**config.mk**
```make
export PLATFORM = sky130hd
export DESIGN_NAME = scf_feedback
export DESIGN_NICKNAME = d
export VERILOG_FILES = /design/src/pkg/scf_pkg.sv /design/src/design/scf_feedback.sv
export SDC_FILE = /design/constraint.sdc
export NUM_CORES = 1
export LEC_CHECK = 0
export ABC_CLOCK_PERIOD_IN_PS = 11700
export BUFFER_PORTS_ARGS = -buffer_cell sky130_fd_sc_hd__buf_2
export CORE_UTILIZATION = 45
export CTS_BUF_LIST = sky130_fd_sc_hd__clkbuf_4 sky130_fd_sc_hd__clkbuf_8
export DETAILED_ROUTE_END_ITERATION = 8
export PLACE_DENSITY = 0.68
export SYNTH_ARGS = -nofsm -noshare
export SYNTH_HDL_FRONTEND = slang
export SYNTH_SLANG_ARGS = --single-unit
```
**constraint.sdc**
```tcl
create_clock -name clk -period 11.7 [get_ports clk]
set_input_delay 1.755 -clock clk [delete_from_list [all_inputs] [get_ports clk]]
set_output_delay 1.755 -clock clk [all_outputs]
set_load 0.02 [all_outputs]
```
**src/pkg/scf_pkg.sv**
```systemverilog
package scf_pkg;
    // register word layout
    localparam int RW_BIT        = 31;
    localparam int CH_HI         = 25;
    localparam int CH_LO         = 24;
    localparam int AZ_BIT        = 23;
    localparam int CAL_HI        = 23;
    localparam int CAL_LO        = 8;
    localparam int ACC_HI        = 23;
    localparam int ACC_LO        = 12;
    localparam int PER_HI        = 11;
    localparam int PER_LO        = 0;
    localparam int PK_HI         = 23;
    localparam int PK_LO         = 16;
    localparam int TR_HI         = 15;
    localparam int TR_LO         = 8;
    localparam int SW_HI         = 7;
    localparam int SW_LO         = 0;
    localparam logic [31:0] FB_RESET = 32'h4000_0000;
    localparam logic [1:0]  CH_ONE   = 2'h1;
    localparam logic [1:0]  CH_TWO   = 2'h2;
    localparam int NUM_CH        = 2;
    // period lsb in system clock periods
    localparam int PERIOD_TICKS  = 16;
    localparam logic [7:0] PK_INIT = 8'h00;
    localparam logic [7:0] TR_INIT = 8'hff;
endpackage : scf_pkg

```
**src/design/scf_feedback.sv**
```systemverilog
`timescale 1ns/1ns
// Overview of operation
// bit 31 of the word is read (0) or write (1), and bits 25:24 pick channel one (01) or channel two (10).
// after reset the feedback word reads 0x40000000 until measurement data is loaded.
// with calibration select set, the 16-bit calibration current sits in bits 23:8.
// with both selects clear, the 12-bit current accumulation of the last switching cycle sits in bits 23:12.
// in that view bits 11:0 give the last switching period in units of 16 clocks.
// in the peak and trough view bits 23:16 give the peak current, over the last dither cycle when dither is on.
// with dither off the peak is the highest seen since the last read, and a read restarts it.
// in the peak and trough view bits 15:8 give the trough current, over the last dither cycle when dither is on.
// with dither off the trough is the lowest seen since the last read, and a read restarts it.
// in the peak and trough view bits 7:0 count the switching cycles of the last dither cycle.
// the switching cycle count reads zero if the channel is not operating or dither is off.
// accumulation, period, peak and trough read zero if the channel is not operating.
// the view follows the calibration and feedback view selects at once.
// with dither on, peak and trough restart each dither cycle and latch at its end.
// writing 1 to bit 23 of the autozero word starts an offset measurement on a disabled channel; 0 does nothing.
module scf_feedback
    import scf_pkg::*;
#(
    parameter int CAL_W = 16,
    parameter int ACC_W = 12,
    parameter int PER_W = 12,
    parameter int CUR_W = 8,
    parameter int SW_W  = 8
) (
    input  wire logic                    clk,                 // 100 MHz system clock
    input  wire logic                    rst,                 // async reset, active high
    input  wire logic                    fb_req,              // one-cycle feedback word request
    input  wire logic [31:0]             fb_cmd,              // request word (r/w, channel)
    input  wire logic                    az_req,              // one-cycle autozero word request
    input  wire logic [31:0]             az_cmd,              // autozero request word
    input  wire logic [NUM_CH-1:0]       cal_mode,            // calibration select per channel
    input  wire logic [NUM_CH-1:0]       feedback_view_select,// view select per channel
    input  wire logic [NUM_CH-1:0]       chan_operating,      // channel is regulating
    input  wire logic [NUM_CH-1:0]       chan_enabled,        // channel enable bit
    input  wire logic [NUM_CH-1:0]       dither_on,           // dither enabled per channel
    input  wire logic [NUM_CH-1:0]       meas_valid,          // sample valid per channel
    input  wire logic [NUM_CH*CUR_W-1:0] meas_current,        // instantaneous current
    input  wire logic [NUM_CH-1:0]       sw_end,              // switching cycle complete
    input  wire logic [NUM_CH*ACC_W-1:0] sw_accum,            // accumulation of ended cycle
    input  wire logic [NUM_CH*PER_W-1:0] sw_period,           // period of ended cycle
    input  wire logic [NUM_CH-1:0]       dither_end,          // dither cycle complete
    input  wire logic [NUM_CH*CAL_W-1:0] cal_current,         // calibration current
    output logic [31:0]                  fb_data,             // feedback word
    output logic                         fb_valid,            // word valid pulse
    output logic [NUM_CH-1:0]            autozero_trigger     // autozero start pulse
);
    logic [31:0]       fb_data_q;
    logic              fb_valid_q;
    logic [NUM_CH-1:0] az_q;

    // ----------------------------------------
    // request decode
    // ----------------------------------------
    function automatic logic [NUM_CH-1:0] ch_dec(input logic [31:0] w);
        ch_dec = '0;
        if (w[CH_HI:CH_LO] == CH_ONE) ch_dec[0] = 1'b1;
        if (w[CH_HI:CH_LO] == CH_TWO) ch_dec[1] = 1'b1;
    endfunction : ch_dec

    wire               fb_rd  = fb_req && !fb_cmd[RW_BIT];
    wire [NUM_CH-1:0]  fb_sel = fb_rd ? ch_dec(fb_cmd) : '0;
    wire [NUM_CH-1:0]  az_sel = (az_req && az_cmd[RW_BIT] && az_cmd[AZ_BIT]) ? ch_dec(az_cmd) : '0;

    logic [31:0] word_c [NUM_CH];

    // ----------------------------------------
    // per-channel trackers
    // ----------------------------------------
    genvar g;
    generate
        for (g = 0; g < NUM_CH; g++) begin : g_ch
            logic [ACC_W-1:0] acc_q;
            logic [PER_W-1:0] per_q;
            logic [CUR_W-1:0] run_pk_q;
            logic [CUR_W-1:0] run_tr_q;
            logic [CUR_W-1:0] lat_pk_q;
            logic [CUR_W-1:0] lat_tr_q;
            logic [SW_W-1:0]  run_sw_q;
            logic [SW_W-1:0]  lat_sw_q;
            wire  [CUR_W-1:0] cur     = meas_current[g*CUR_W +: CUR_W];
            wire              op      = chan_operating[g];
            wire              dth     = dither_on[g];
            wire              smp_ok  = meas_valid[g];
            wire              sw_hit  = sw_end[g];
            wire              dth_hit = dth && dither_end[g];
            // restart on dither boundary or, dither off, on read of this channel
            wire              restart = dth ? dither_end[g] : fb_sel[g];
            wire [CUR_W-1:0]  pk_n    = (smp_ok && cur > run_pk_q) ? cur : run_pk_q;
            wire [CUR_W-1:0]  tr_n    = (smp_ok && cur < run_tr_q) ? cur : run_tr_q;
            wire [CUR_W-1:0]  pk_v    = dth ? lat_pk_q : pk_n;
            wire [CUR_W-1:0]  tr_v    = dth ? lat_tr_q : tr_n;
            wire [SW_W-1:0]   sw_v    = (op && dth) ? lat_sw_q : '0;
            wire [SW_W-1:0]   sw_inc  = run_sw_q + SW_W'(sw_hit);

            // ----------------------------------------
            // last switching cycle
            // ----------------------------------------
            always_ff @(posedge clk or posedge rst) begin
                if (rst) begin
                    acc_q <= '0;
                    per_q <= '0;
                end else if (sw_hit) begin
                    acc_q <= sw_accum[g*ACC_W +: ACC_W];
                    per_q <= sw_period[g*PER_W +: PER_W];
                end
            end

            // ----------------------------------------
            // running peak and trough
            // ----------------------------------------
            // a sample in the restart cycle counts toward the finished interval only
            always_ff @(posedge clk or posedge rst) begin
                if (rst) begin
                    run_pk_q <= PK_INIT;
                    run_tr_q <= TR_INIT;
                end else if (restart) begin
                    run_pk_q <= PK_INIT;
                    run_tr_q <= TR_INIT;
                end else begin
                    run_pk_q <= pk_n;
                    run_tr_q <= tr_n;
                end
            end

            // ----------------------------------------
            // dither cycle results
            // ----------------------------------------
            // a switching cycle ending on the dither boundary still counts
            always_ff @(posedge clk or posedge rst) begin
                if (rst) begin
                    lat_pk_q <= PK_INIT;
                    lat_tr_q <= TR_INIT;
                    lat_sw_q <= '0;
                end else if (dth_hit) begin
                    lat_pk_q <= pk_n;
                    lat_tr_q <= tr_n;
                    lat_sw_q <= sw_inc;
                end
            end

            // held at zero with dither off, so the first dither cycle starts clean
            always_ff @(posedge clk or posedge rst) begin
                if (rst) begin
                    run_sw_q <= '0;
                end else if (dth_hit) begin
                    run_sw_q <= '0;
                end else if (!dth) begin
                    run_sw_q <= '0;
                end else if (sw_hit) begin
                    run_sw_q <= sw_inc;
                end
            end

            // ----------------------------------------
            // view multiplexer
            // ----------------------------------------
            // combinational so a select change shows on the very next read
            wire  [CAL_W-1:0] cal_f = cal_current[g*CAL_W +: CAL_W];
            wire  [ACC_W-1:0] acc_f = op ? acc_q : '0;
            wire  [PER_W-1:0] per_f = op ? per_q : '0;
            wire  [CUR_W-1:0] pk_f  = op ? pk_v : '0;
            wire  [CUR_W-1:0] tr_f  = (op && tr_v != TR_INIT) ? tr_v : '0;
            logic [31:0]      head_w;
            logic [31:0]      cal_w;
            logic [31:0]      avg_w;
            logic [31:0]      ext_w;

            always_comb begin
                head_w              = '0;
                head_w[RW_BIT]      = 1'b0;
                head_w[CH_HI:CH_LO] = fb_cmd[CH_HI:CH_LO];
            end

            always_comb begin
                cal_w                = head_w;
                cal_w[CAL_HI:CAL_LO] = cal_f;
            end

            always_comb begin
                avg_w                = head_w;
                avg_w[ACC_HI:ACC_LO] = acc_f;
                avg_w[PER_HI:PER_LO] = per_f;
            end

            always_comb begin
                ext_w              = head_w;
                ext_w[PK_HI:PK_LO] = pk_f;
                ext_w[TR_HI:TR_LO] = tr_f;
                ext_w[SW_HI:SW_LO] = sw_v;
            end

            assign word_c[g] = cal_mode[g] ? cal_w :
                               (feedback_view_select[g] ? ext_w : avg_w);
        end
    endgenerate

    wire [31:0] sel_word = fb_sel[0] ? word_c[0] : (fb_sel[1] ? word_c[1] : 32'h0000_0000);
    wire        load_now = |fb_sel;

    // ----------------------------------------
    // output registers
    // ----------------------------------------
    // channel 00 or 11 reads still answer, but leave the word as it was
    always_ff @(posedge clk or posedge rst) begin
        if (rst) begin
            fb_valid_q <= 1'b0;
        end else begin
            fb_valid_q <= fb_rd;
        end
    end

    always_ff @(posedge clk or posedge rst) begin
        if (rst) begin
            fb_data_q <= FB_RESET;
        end else if (load_now) begin
            fb_data_q <= sel_word;
        end
    end

    // ----------------------------------------
    // autozero start
    // ----------------------------------------
    // an enabled channel is regulating, so its offset cannot be measured
    always_ff @(posedge clk or posedge rst) begin
        if (rst) begin
            az_q <= '0;
        end else begin
            az_q <= az_sel & ~chan_enabled;
        end
    end

    assign fb_data          = fb_data_q;
    assign fb_valid         = fb_valid_q;
    assign autozero_trigger = az_q;
endmodule : scf_feedback

```
==> metrics.cfg, run 1 <==
[outcome]
outcome = complete, no violations

[routing]
drt_wl_total_um = 27800
wl_per_cell_um = 18.9
ant_nets = 0
vias = 8591
via_per_inst = 5.83
drc_errors = 0
drt_iter0_drc = 658
dr.pass1.iters = 5

[finish]
final_common_cell = nand2_1
antenna_cells = 0
final_net_count = 1394
final_cell_mix = nand2_1 (153), buf_2 (152), dfrtp_1 (141), o21ai_0 (77), nor2_1 (74)
fin_cells = 1473
nFillCells = 2055
drive_gt1_frac = 0.247
syn_to_final_growth_pct = 12.8
utilization = 0.516

[timing]
relSlewSlack = 0.347
drv_slew = 0
period_minus_slack_ns = 4.12
max_freq_mhz = 243
finalCritPeriodShare = 0.352
hold_violations = 0
setup_ws_ns = 7.58
tns_ns = 0
worstMarginPinSlew_ns = 0.977
setup_violations = 0
fin_skew_ns = 0.0188
rsz0062_at_grt = false
hold-worst-slack_ns = 0.475

[critical_path]
cp_data_arrival_time_ns = 4.47
crit_type = in -> reg
critPathMaxStageDelay_ns = 0.55
path_max_fanout = 17
crit_chain = buf_2 -> ha_1 -> inv_1 -> o21ai_2 -> a21oi_2 -> nor4_2 -> o22ai_1 -> o211ai_1 -> o211ai_1
path_common_cell = o211ai_1
critPathRequiredTime_ns = 12.05
crit_path_top_delay_cell = ha_1
startpoint_type = primary input
cp-end-kind = flop

[cts]
h-tree-depth = 4
cts.clk_slew.worst_paths_ns = 0.11
clockRootBuffer = clkbuf_8
postCtsResizedCells = 0
ctsHoldBuffers = 0
postCtsSetupBuffers = 0
clock_sinks = 174
cts_buffers = 17
worstSkewPairLatency_ns = 0.48
cts_buffer_depth = 2
cts_tree = done

[power_and_ir_drop]
leakage_nw = 5.13
power_density_mw_per_mm2 = 149
ir_drop_mv = 0.0721

[job]
maxCapViolations = 0

[floorplanning]
num_rows = 54
ioPinCount = 215
die-area_mm2 = 0.0227
fp.dieW_um = 151
start_util = 0.458
design.core.area_mm2 = 0.0218
die_height_um = 151

[synth]
syn_inst = 1064
synth_area_mm2 = 0.00995
synth-edff-count = 0
synthDistinctLibCells = 80
synth-seq-area-share = 0.442
synth-seq-cells = 174
syn_area_per_cell_um2 = 9.36
synth_warnings = 0
ys.flop_type = dfrtp_1
async_flop_share = 1.00

[place]
io_buffers = 152
dp_hpwl_um = 20700
post-place-ws_ns = 7.24
place.gp.congestion = 0.911
placed_cells = 1441

[global_routing]
grt_pass1_wl_um = 43800
grt-ovfl-total = 0
grt_use_met3 = 0.0603
grt_pass1_vias = 8098
grtUsageMet2 = 0.393
antenna_found_initial = 1
met1_usage = 0.351
grt_busiest_layer = met2
grt_max_degree = 108
grt_use_total = 0.253

[worst_hold_path]
hold_class = reg -> reg

stage by stage:
| stage | area (um^2) | total power [mW] |
|---|---|---|
| after floorplan | 9970 | 1.11 |
| after global placement | 10800 | 1.23 |
| after detailed placement | 10800 | 1.24 |
| after CTS | 11200 | 1.68 |
| after global routing | 11200 | 1.77 |
| final | 11200 | 1.68 |
kinds of logic (layout without fill, tap and decap cells):
kind of cell    Yosys count  count (layout)  share of synthesized area
simple gates            332             332                      0.152
compound gates          319             319                      0.221
flops                   174             174                      0.442
buf+inv                 113             238                     0.0483
mux                      67              67                     0.0730
fa+ha+maj                34              34                     0.0427
xor+xnor                 24              24                     0.0211
other cells               1               5                   0.000377
Yosys cell counts (15+ instances only):
master | number | area, um^2
a21oi_1 | 55 | 275
a221o_1 | 17 | 170
a31oi_1 | 15 | 93.8
and3_1 | 18 | 113
clkbuf_1 | 43 | 161
dfrtp_1 | 141 | 3530
dfstp_2 | 33 | 867
ha_1 | 34 | 425
inv_1 | 47 | 176
mux2_2 | 43 | 484
mux2i_1 | 22 | 220
nand2_1 | 153 | 574
nand3_1 | 19 | 95.1
nor2_1 | 74 | 278
nor3_1 | 20 | 100
o211ai_1 | 17 | 128
o21ai_0 | 77 | 385
o21ai_1 | 28 | 140
xor2_1 | 16 | 140
worst max-delay path, delay by kind of cell:
kind | cells | cell delay, ns
compound gates | 5 | 1.53
simple gates | 1 | 0.31
buf+inv | 2 | 0.30
fa+ha+maj | 1 | 0.55
path summary, 6_finish.rpt:
| kind | end | slack (ns) | from | depth (start not counted) |
|---|---|---|---|---|
| worst max-delay path | fb_data[11] | 7.58 | meas_current[7] | 9 |
| max in group asynchronous | g_ch[0].run_sw_q[6] | 8.75 | rst | 3 |
| min in group asynchronous | fb_valid | 1.49 | rst | 2 |
| worst max register to register | fb_data[11] | 8.41 | g_ch[0].run_tr_q[7] | 9 |
| worst min register to register | g_ch[0].lat_sw_q[0] | 0.48 | g_ch[0].lat_sw_q[0] | 2 |
| worst min-delay path | g_ch[0].lat_sw_q[0] | 0.48 | g_ch[0].lat_sw_q[0] | 2 |
flip-flops by register name, indices dropped and copies added (netlist names):
register	cells
g_ch.lat_pk_q	16
autozero_trigger	2
g_ch.acc_q	24
g_ch.run_tr_q	16
g_ch.lat_sw_q	16
fb_valid	1
g_ch.lat_tr_q	16
g_ch.per_q	24
g_ch.run_sw_q	16
g_ch.run_pk_q	16
fb_data	27
per-layer routing:
metal,up-vias,routed length [um]
li1,4094,-
met1,4141,12600
met2,319,12600
met3,35,2170
met4,2,388
met5,-,13
where the power goes:
part           switching, mW  internal (mW)  leakage [nW]
logic                  0.291          0.182          2.78
clock network          0.240          0.197         0.204
registers             0.0589          0.707          2.14
area by class of cell:
class / count / area [um^2] / area share
flip-flops and latches: 174 / 4400 / 0.391
clock inverters: 14 / 159 / 0.0141
well taps: 280 / 350 / 0.0312
multi-input cells: 781 / 5090 / 0.454
clock buffers: 18 / 241 / 0.0215
inverters: 48 / 185 / 0.0165
repair buffers: 158 / 806 / 0.0717
Note: power is estimated with default switching activity, not from simulation.
==> run 2, diff against run 1 <==
- ABC_CLOCK_PERIOD_IN_PS: 11700 -> 4100
- clock period: 11.7 -> 4.1 ns (I/O delays scaled with it)
==> run 2 against run 1 <==
Net effect: non-clock buffer count grew 7; sequential power grew to 2.9 times the previous value; critical path depth unchanged; combinational power rose to 2.9 times the previous value; flip-flop and latch count stayed put; sequential share of layout area is 0.39 points lower; clock skew fell by 0.0046 ns; via count rose by 0.73%; critical path type is now reg -> reg; core utilization is 0.52 points higher; final area up 1.0%; register-to-register slack got worse by 7.5 ns.
==> metrics.cfg, run 2 (synthesized netlist as in run 1, its figures left out) <==
[outcome]
outcome = complete, no violations

[finish]
final_common_cell = nand2_1
largest_reg_flops = 27  ; unchanged
final_net_count = 1401  ; +0.50%
utilization = 0.521  ; +0.00518
fin_cells = 1481  ; +0.54%
final_cell_mix = nand2_1 (153), buf_2 (152), dfrtp_1 (141), o21ai_0 (77), nor2_1 (74)
syn_to_final_growth_pct = 14.0
drive_gt1_frac = 0.252  ; +0.00439
nFillCells = 2051  ; -0.19%

[critical_path]
r2r_setup_slack_ns = 0.90  ; -7.51 ns
crit_type = reg -> reg
cp_data_arrival_time_ns = 3.53  ; -0.94 ns
critPathRequiredTime_ns = 4.43  ; -7.62 ns
worst_r2r_endpoint = fb_data[11]
cp-end-kind = flop
reg2regPathDepth = 9  ; unchanged
r2r-start = g_ch[0].run_tr_q[7]
path_max_fanout = 17  ; unchanged
startpoint_type = flop

[cts]
cts_tree = done
worstSkewPairLatency_ns = 0.47  ; about the same
postCtsResizedCells = 0  ; unchanged
cts_buffers = 17  ; unchanged
ctsHoldBuffers = 0  ; unchanged
h-tree-depth = 4  ; unchanged
cts_buffer_depth = 2  ; unchanged
cts.clk_slew.worst_paths_ns = 0.10  ; about the same
clock_sinks = 174  ; unchanged
postCtsSetupBuffers = 0  ; unchanged
clockRootBuffer = clkbuf_8

[global_routing]
antenna_found_initial = 0  ; -1
grt_max_degree = 175  ; +62%
grt_use_total = 0.254  ; +0.00169
grt_pass1_wl_um = 43900  ; +0.25%
grt-ovfl-total = 0  ; unchanged
grt_pass1_vias = 8039  ; -0.73%

[place]
io_buffers = 152  ; unchanged
dp_hpwl_um = 20500  ; -0.63%
place.gp.congestion = 0.960  ; +5.3%
placed_cells = 1448  ; +0.49%
post-place-ws_ns = 0.830  ; -6.41 ns

[timing]
rsz0062_at_grt = false
period_minus_slack_ns = 3.20
tns_ns = 0  ; unchanged
fin_skew_ns = 0.0142  ; -0.00459 ns
finalCritPeriodShare = 0.779
relSlewSlack = 0.306  ; -0.0411
hold_violations = 0  ; unchanged
worstMarginPinSlew_ns = 1.04  ; +0.0614 ns
max_freq_mhz = 313
setup_violations = 0  ; unchanged
drv_slew = 0  ; unchanged
setup_ws_ns = 0.904  ; -6.68 ns

[routing]
via_per_inst = 5.84  ; +0.19%
ant_nets = 0  ; unchanged
dr.pass1.iters = 5  ; unchanged
drt_iter0_drc = 822  ; +25%
wl_per_cell_um = 18.8  ; -0.11%
drt_wl_total_um = 27900  ; +0.43%
vias = 8654  ; +0.73%
drc_errors = 0  ; unchanged

[floorplanning]
start_util = 0.458  ; unchanged
ioPinCount = 215  ; unchanged
design.core.area_mm2 = 0.0218  ; unchanged
fp.dieW_um = 151  ; unchanged
die_height_um = 151  ; unchanged
num_rows = 54  ; unchanged
die-area_mm2 = 0.0227  ; unchanged

[power_and_ir_drop]
ir_drop_mv = 0.221  ; +210%
power_density_mw_per_mm2 = 434  ; +190%
finalPower_mw = 4.92  ; +190%
leakage_nw = 5.18  ; +1.0%

[worst_hold_path]
hp-start = chan_enabled[1]
holdPathStages = 2  ; unchanged
whs_endpoint = autozero_trigger[1]
hold_class = in -> reg

[job]
maxCapViolations = 0  ; unchanged

## run 2: critical path, cell delays in order, from the launching register on
cell	delay [ns]
dfstp_2	0.57
inv_1	0.06
ha_1	0.52
inv_1	0.14
o21ai_2	0.37
a21oi_2	0.25
nor4_2	0.30
o22ai_1	0.21
o211ai_1	0.46
o211ai_1	0.17
## run 2: cell type report
class                   count  area (um^2)  area share
inverters                  48          184      0.0162
diodes                      1         2.50    0.000221
repair buffers            165          871      0.0768
clock inverters            14          205      0.0181
multi-input cells         781         5090       0.449
flip-flops and latches    174         4400       0.387
well taps                 280          350      0.0309
clock buffers              18          241      0.0213
## run 2: power by group
group | switching (mW) | total [mW] | internal (mW)
clock network | 0.684 | 1.37 | 0.684
logic | 0.838 | 1.37 | 0.527
registers | 0.169 | 2.19 | 2.02
total | 1.69 | 4.92 | 3.23
## run 2: per-stage QoR
stage | area (um^2) | hold WS (ns)
2_1_floorplan | 9970 | 0.439
3_3_place_gp | 10900 | 0.455
3_5_place_dp | 10900 | 0.459
4_1_cts | 11300 | 0.271
5_1_grt | 11300 | 0.284
6_report | 11300 | 0.303
## run 2: worst max path at each step
stage	start	to	slack (ns)	depth (start not counted)
after CTS	g_ch[0].run_tr_q[7]	fb_data[11]	1.00	9
after global routing	g_ch[0].run_tr_q[7]	fb_data[11]	0.74	9
final	g_ch[0].run_tr_q[7]	fb_data[11]	0.90	9
after global placement	meas_current[3]	fb_data[11]	0.84	9
after detailed placement	meas_current[7]	fb_data[11]	0.83	9
after floorplan	rst	autozero_trigger[0]	1.29	1
## run 2: layer usage
metal	wire length (um)	vias to the layer above	global-route usage
li1	-	4100	-
met1	12700	4193	0.366
met2	12500	325	0.387
met3	2220	36	0.0485
met4	509	0	0.0745
met5	0	-	0
